[config.mk]
export PLATFORM = sky130hd
export DESIGN_NAME = paov_top
export DESIGN_NICKNAME = d
export VERILOG_FILES = /design/src/rtl/paov_pkg.sv /design/src/rtl/paov_ovr_if.sv /design/src/rtl/paov_pad_mux.sv /design/src/rtl/paov_top.sv
export SDC_FILE = /design/constraint.sdc
export NUM_CORES = 1
export LEC_CHECK = 0
export BUFFER_PORTS_ARGS = -buffer_cell sky130_fd_sc_hd__buf_2
export CAP_MARGIN = 20
export CORE_UTILIZATION = 38
export DETAILED_ROUTE_END_ITERATION = 7
export PLACE_DENSITY = 0.82
export SLEW_MARGIN = 10
export SYNTH_ARGS = -nofsm -noshare
export SYNTH_HDL_FRONTEND = slang
export SYNTH_SLANG_ARGS = --single-unit
[constraint.sdc]
create_clock -name i_sys_clk -period 1 [get_ports i_sys_clk]
set_input_delay 0.05 -clock i_sys_clk [delete_from_list [all_inputs] [get_ports i_sys_clk]]
set_output_delay 0.05 -clock i_sys_clk [all_outputs]
set_load 0.02 [all_outputs]
[src/rtl/paov_pkg.sv]
package paov_pkg;
  // Number of port pins handled by the override block.
  localparam int PAOV_PINS = 8;
  // Pin positions within the port.
  localparam int PAOV_PIN_RX = 0;
  localparam int PAOV_PIN_TX = 1;
  localparam int PAOV_PIN_MISO = 2;
  localparam int PAOV_PIN_MOSI = 4;
  localparam int PAOV_PIN_SCK = 5;
  // Value of the pad direction outputs after reset.
  localparam logic [7:0] PAOV_RST_BYTE = 8'h00;
endpackage

[src/rtl/paov_ovr_if.sv]
`timescale 1ns/1ps
// Per-pin override enables and values passed from the override logic to the pad mux.
interface paov_ovr_if;
  logic [7:0] puoe;
  logic [7:0] puov;
  logic [7:0] ddoe;
  logic [7:0] ddov;
  logic [7:0] pvoe;
  logic [7:0] pvov;
  modport src (output puoe, puov, ddoe, ddov, pvoe, pvov);
  modport dst (input puoe, puov, ddoe, ddov, pvoe, pvov);
endinterface

[src/rtl/paov_pad_mux.sv]
`timescale 1ns/1ps
// Per-pin selection between override values and the ordinary port path.
module paov_pad_mux
  import paov_pkg::*;
(
  paov_ovr_if.dst ovr,
  input wire logic [7:0] i_ddr,
  input wire logic [7:0] i_port,
  input wire logic i_pud,
  output logic [7:0] o_dir,
  output logic [7:0] o_out,
  output logic [7:0] o_pull
);
  // Each pin takes its override only while its enable is set.
  for (genvar g = 0; g < PAOV_PINS; g++) begin : g_pin
    always_comb begin
      o_dir[g] = ovr.ddoe[g] ? ovr.ddov[g] : i_ddr[g];
      o_out[g] = ovr.pvoe[g] ? ovr.pvov[g] : i_port[g];
      o_pull[g] = ovr.puoe[g] ? ovr.puov[g] : (i_port[g] & ~i_ddr[g] & ~i_pud);
    end
  end
endmodule

[src/rtl/paov_top.sv]
`timescale 1ns/1ps
// Behaviour
// - An enabled UART transmitter forces pin 1 to output.
// - An enabled LIN function forces pin 1 to output.
// - Pin 1 pull-up follows its latch while input unless pull-ups are globally off.
// - LIN transmit enable forces pin 1 pull-up off, else latch gated by input direction and global disable.
// - LIN transmit enable drives pin 1 with LIN transmit data, else override value zero.
// - An enabled UART receiver forces pin 0 to input.
// - An enabled LIN function forces pin 0 to input.
// - With pin 0 forced to input, a one in its latch turns on the pull-up unless pull-ups are globally off.
// - Pin 2 output is SPI master data, else serial shift output, else timer-0 compare.
// - Pin 5 output is SPI clock in master mode, else low with two-wire, position and dir5 all set, else its latch.
// - Pin 4 output is SPI data in master mode, else low with two-wire, position and dir4 all set, else its latch.
// - Pin 5 input feeds pin change, timer-1 clock, serial clock and SPI clock inputs.
// - Pin 4 input feeds pin change, timer-1 capture, serial data and SPI data inputs.
module paov_top
  import paov_pkg::*;
(
  input wire logic i_sys_clk,
  input wire logic i_rst,
  input wire logic [7:0] i_ddr,
  input wire logic [7:0] i_port,
  input wire logic [7:0] i_pin_in,
  input wire logic i_global_pullup_disable,
  input wire logic i_uart_tx_enable,
  input wire logic i_uart_rx_enable,
  input wire logic i_lin_enable,
  input wire logic i_lin_transmit_pin,
  input wire logic i_spi_enable_bit,
  input wire logic i_spi_master_select,
  input wire logic i_spi_sck_out,
  input wire logic i_spi_mosi_out,
  input wire logic i_spi_miso_out,
  input wire logic i_serial_shift_output,
  input wire logic i_serial_two_wire_mode,
  input wire logic i_serial_three_wire_mode,
  input wire logic i_serial_alternate_position,
  input wire logic i_serial_scl_hold,
  input wire logic i_timer0_compare_output,
  output logic [7:0] o_pad_dir,
  output logic [7:0] o_pad_out,
  output logic [7:0] o_pad_pull,
  output logic [7:0] o_pin_change_src,
  output logic o_lin_receive_pin,
  output logic o_timer1_clock_input,
  output logic o_serial_three_wire_clock,
  output logic o_spi_sck_in,
  output logic o_timer1_capture_trigger,
  output logic o_serial_data_in,
  output logic o_spi_mosi_in
);
  //----------------------------------------------------------------
  // State
  //----------------------------------------------------------------
  typedef struct packed {
    logic [7:0] dir;
    logic [7:0] out;
    logic [7:0] pull;
    logic [7:0] pcint;
    logic rx;
    logic t1;
    logic serial_three_wire_clock;
    logic sck;
    logic icp;
    logic di;
    logic mosi;
  } paov_state_t;

  paov_state_t st;
  paov_state_t next_st;
  paov_ovr_if ovr ();
  logic [7:0] mux_dir;
  logic [7:0] mux_out;
  logic [7:0] mux_pull;
  logic spi_m;
  logic tx_en;
  logic rx_en;
  logic tw5;
  logic tw4;

  //----------------------------------------------------------------
  // Override generation
  //----------------------------------------------------------------
  // Common qualifiers for the override terms.
  assign spi_m = i_spi_enable_bit & i_spi_master_select;
  assign tx_en = i_uart_tx_enable | i_lin_enable;
  assign rx_en = i_uart_rx_enable | i_lin_enable;
  assign tw5 = i_serial_two_wire_mode & i_serial_alternate_position & i_ddr[PAOV_PIN_SCK];
  assign tw4 = i_serial_two_wire_mode & i_serial_alternate_position & i_ddr[PAOV_PIN_MOSI];

  // Fill the override enables and values for each pin; unused pins keep normal logic.
  always_comb begin
    ovr.puoe = 8'h00;
    ovr.puov = 8'h00;
    ovr.ddoe = 8'h00;
    ovr.ddov = 8'h00;
    ovr.pvoe = 8'h00;
    ovr.pvov = 8'h00;
    // Pin 0: receive functions force input, pull-up from latch.
    ovr.ddoe[PAOV_PIN_RX] = rx_en;
    ovr.puoe[PAOV_PIN_RX] = rx_en;
    ovr.puov[PAOV_PIN_RX] = i_port[PAOV_PIN_RX] & ~i_global_pullup_disable;
    // Pin 1: transmit functions force output and drive LIN data.
    ovr.ddoe[PAOV_PIN_TX] = tx_en;
    ovr.ddov[PAOV_PIN_TX] = tx_en;
    ovr.puoe[PAOV_PIN_TX] = tx_en;
    ovr.puov[PAOV_PIN_TX] = 1'b0;
    ovr.pvoe[PAOV_PIN_TX] = tx_en;
    ovr.pvov[PAOV_PIN_TX] = tx_en ? i_lin_transmit_pin : 1'b0;
    // Pin 2: priority choice of output source.
    ovr.ddoe[PAOV_PIN_MISO] = spi_m;
    ovr.pvoe[PAOV_PIN_MISO] = 1'b1;
    ovr.pvov[PAOV_PIN_MISO] = spi_m ? i_spi_miso_out :
        (i_serial_three_wire_mode ? i_serial_shift_output : i_timer0_compare_output);
    // Pin 4: SPI data out or two-wire open-drain low.
    ovr.pvoe[PAOV_PIN_MOSI] = spi_m | tw4;
    ovr.pvov[PAOV_PIN_MOSI] = spi_m ? i_spi_mosi_out : ~tw4;
    // Pin 5: SPI clock out or two-wire open-drain low.
    ovr.pvoe[PAOV_PIN_SCK] = spi_m | tw5;
    ovr.pvov[PAOV_PIN_SCK] = spi_m ? i_spi_sck_out : ~tw5;
    ovr.ddoe[PAOV_PIN_SCK] = i_serial_two_wire_mode & i_serial_alternate_position;
    ovr.ddov[PAOV_PIN_SCK] = (i_serial_scl_hold | i_port[PAOV_PIN_SCK]) & i_ddr[PAOV_PIN_SCK];
  end

  paov_pad_mux u_mux (
    .ovr(ovr),
    .i_ddr(i_ddr),
    .i_port(i_port),
    .i_pud(i_global_pullup_disable),
    .o_dir(mux_dir),
    .o_out(mux_out),
    .o_pull(mux_pull)
  );

  //----------------------------------------------------------------
  // Next state
  //----------------------------------------------------------------
  // Register pad controls and route digital inputs to their consumers.
  always_comb begin
    next_st = st;
    next_st.dir = mux_dir;
    next_st.out = mux_out;
    next_st.pull = mux_pull;
    next_st.pcint = i_pin_in;
    next_st.rx = i_pin_in[PAOV_PIN_RX];
    next_st.t1 = i_pin_in[PAOV_PIN_SCK];
    next_st.serial_three_wire_clock = i_pin_in[PAOV_PIN_SCK];
    next_st.sck = i_pin_in[PAOV_PIN_SCK];
    next_st.icp = i_pin_in[PAOV_PIN_MOSI];
    next_st.di = i_pin_in[PAOV_PIN_MOSI];
    next_st.mosi = i_pin_in[PAOV_PIN_MOSI];
  end

  // State register with synchronous reset.
  always_ff @(posedge i_sys_clk) begin
    if (i_rst) begin
      st <= '0;
      st.dir <= PAOV_RST_BYTE;
    end else begin
      st <= next_st;
    end
  end

  assign o_pad_dir = st.dir;
  assign o_pad_out = st.out;
  assign o_pad_pull = st.pull;
  assign o_pin_change_src = st.pcint;
  assign o_lin_receive_pin = st.rx;
  assign o_timer1_clock_input = st.t1;
  assign o_serial_three_wire_clock = st.serial_three_wire_clock;
  assign o_spi_sck_in = st.sck;
  assign o_timer1_capture_trigger = st.icp;
  assign o_serial_data_in = st.di;
  assign o_spi_mosi_in = st.mosi;
endmodule

==> key figures <==
Floorplan
  – DIE WIDTH: 55.1 µm
  – Die Span Y: 55.1 µm
  – Core ar.: 2570 µm²
  – Io pins: 81
  – Initial core utilization: 0.417
  – Placement Rows: 18
  – Die area: 3030 µm²

Clock tree
  – Post-CTS Setup Inserts: 0
  – H-tree depth: 2
  – CTS tree: built
  – Reg clk slew, reported paths: 90 ps
  – Max Root-Sink Buffers: 2
  – Num Clock Sinks: 32
  – Clock Tree Root: clkbuf_4
  – TritonCTS Buffers: 5

Yosys
  – #FFs+latches synth: 32
  – Area leader, netlist: dfxtp_1
  – Cell variety after synth: 25
  – Mapped Cells: 93
  – Top cells by count, synth: 32 x dfxtp_1, 13 x nor2b_1, 7 x buf_4
  – Seq/Total Area, Yosys: 0.599
  – EDFF count, synth: 0
  – Synth Cell Area: 1070 µm²
  – Synth Area per Inst: 11.5 µm²
  – Synth area leaders: dfxtp_1 60%, nor2b_1 7.6%, buf_4 4.9%
  – Post-synth ARST share: 0
  – Most common cell in the synthesized netlist: dfxtp_1
  – Yosys top cell area share: 0.599
  – Top_reg_cell synth: dfxtp_1
  – Ys Warns: 0
  – Post-Syn Nets: 135

Placement
  – Placer Congestion: 0.694
  – Port bufs: 80
  – Hpwl dp: 1920 µm
  – Total placed instance area: 1450 µm²
  – Dpl cells: 195

Detailed routing
  – M1 wire length: 1080 µm
  – DR pass1 iterations: 4
  – DR WL/cell: 12.4 µm
  – Met3 WL: 298 µm
  – Initial DRC count: 12
  – DRT antenna net count: 0
  – Via count: 1058
  – Total wire length: 2940 µm
  – Met2 wire length: 1530 µm
  – Residual DRC: 0
  – Vias per cell: 4.46
  – Highest routed layer: met4

Critical path
  – Critical Path RT: 1270 ps
  – Crit path kind: in -> reg
  – Critical path launch point type: input port
  – CP arrival: 1270 ps
  – CP Max Fanout: 3
  – Critical Path Sink Type: flip-flop

Cells and area
  – Post-route insts no fill: 237
  – Nets: 248
  – Layout area overhead: 73.8%
  – Layout cell share with drive strength beyond 1: 0.478
  – Design area: 1860 µm²
  – Antenna diodes: 0

GRT
  – First-pass GRT wire length: 4150 µm
  – Antenna violations before repair: 0
  – Total grt overflow: 0
  – Vias in the first global route: 1052
  – Total GRT Usage: 0.205
  – Largest net degree at the start of global routing: 14

Timing
  – Setup Viol. Count Final: 1
  – Max-slew violations: 0
  – Fmax: 998 MHz
  – Final worst-path cycle share: 1.00
  – Worst slew pin tran: 281 ps
  – Fin crit period: 1000 ps
  – Slew margin rel.: 0.812
  – Worst Slack Setup Final: -1.60 ps
  – Fin. Hold Viols: 0

Job
  – Maxcap violations: 0

Hold path
  – WHS Endpoint: o_pad_dir[1]
  – Hold Startpoint: i_lin_enable
  – WHS Path Cells: 3
  – Worst hold path type: in -> reg

Power
  – PD cells: 1400 nW/µm²
  – Pleak: 0.958 nW
  – Worst vdd ir: 0.00112 V

Outcome
  – Violated checks: setup timing
  – Status: complete, but fails checks
==> layout by cell type, fill, tap and decap left out <==
master	Yosys	layout
a311oi_1	1	1
clkbuf_4	0	5
o21ai_0	1	1
nor3b_1	3	3
and2b_1	4	4
buf_4	7	3
and3b_1	1	1
nor3_1	3	3
dlygate4sd3_1	0	34
inv_1	3	3
a211oi_1	1	1
dfxtp_2	0	1
buf_2	1	80
o41ai_2	0	1
nor2b_1	13	13
nor3b_2	4	4
o41ai_1	2	1
nand4b_1	2	2
mux2i_1	1	1
dfxtp_1	32	31
and2_1	1	1
clkbuf_8	0	1
clkinv_2	0	2
and3_1	3	3
nand2_1	1	1
or2_4	0	1
nor2_1	3	3
a21oi_1	1	1
or3b_2	1	1
==> power breakdown <==
group          switching [mW]  internal, mW  leakage [nW]
clock network           0.423         0.334        0.0380
logic                   0.232         0.252         0.655
registers              0.0176          1.34         0.265
total                   0.673          1.92         0.958
==> how the worst max path moves through the flow <==
stage / slack, ps / end / depth (start not counted) / from
finish: -2 / o_pad_out[1] / 4 / i_uart_tx_enable
global route: -30 / o_pad_out[4] / 4 / i_spi_enable_bit
CTS: 10 / o_pad_pull[7] / 4 / i_global_pullup_disable
detailed placement: 120 / o_pad_pull[7] / 3 / i_rst
global placement: 180 / o_pad_pull[2] / 3 / i_rst
floorplan: 290 / o_pad_pull[2] / 4 / i_rst
==> layout make-up <==
class	count	area (µm²)
clock buffers	6	51.3
clock inverters	2	10.0
fillers	202	708
inverters	3	11.3
multi-input cells	47	344
flip-flops and latches	32	642
well taps	30	37.5
repair buffers	117	763
==> cell families after synthesis <==
group,share of synthesized area
AO/OA/AOI/OAI,0.0409
flip-flops,0.599
AND/OR/NAND/NOR,0.262
multiplexers,0.00936
buffers and inverters,0.0889
==> critical path, cell delays in order <==
cell and delay (ps):
dlygate4sd3_1 540, buf_2 130, or3b_2 430, a21oi_1 120
==> per-stage QoR <==
stage / setup TNS, ps / hold WS, ps / setup slack, ps / total power, mW / utilization
after global placement: 0 / 232 / 178 / 1.74 / 0.563
after global routing: -36.4 / 19.2 / -31.4 / 2.73 / 0.724
after CTS: 0 / -31.7 / 9.56 / 2.62 / 0.720
after detailed placement: 0 / 234 / 120 / 1.76 / 0.563
final: -1.60 / 0.350 / -1.60 / 2.59 / 0.724
after floorplan: 0 / 121 / 288 / 1.60 / -
==> metal layers <==
layer / vias to the layer above / track usage
met5: - / 0
met4: 0 / 0.0875
met3: 3 / 0.0820
met2: 67 / 0.402
met1: 462 / 0.180
li1: 526 / -
==> registers in the layout, indices dropped and copies added (netlist names) <==
signal and flops:
o_pad_pull 8, o_pin_change_src 8, o_pad_out 8, o_pad_dir 8
==> what timing repair did <==
item                                    CTS  global route
endpoints found under the hold margin    32             0
hold buffers                             34             0
resized for setup                         0             3
endpoints found under the setup margin    0             9
No activity file was read; power rests on OpenSTA's default activity.
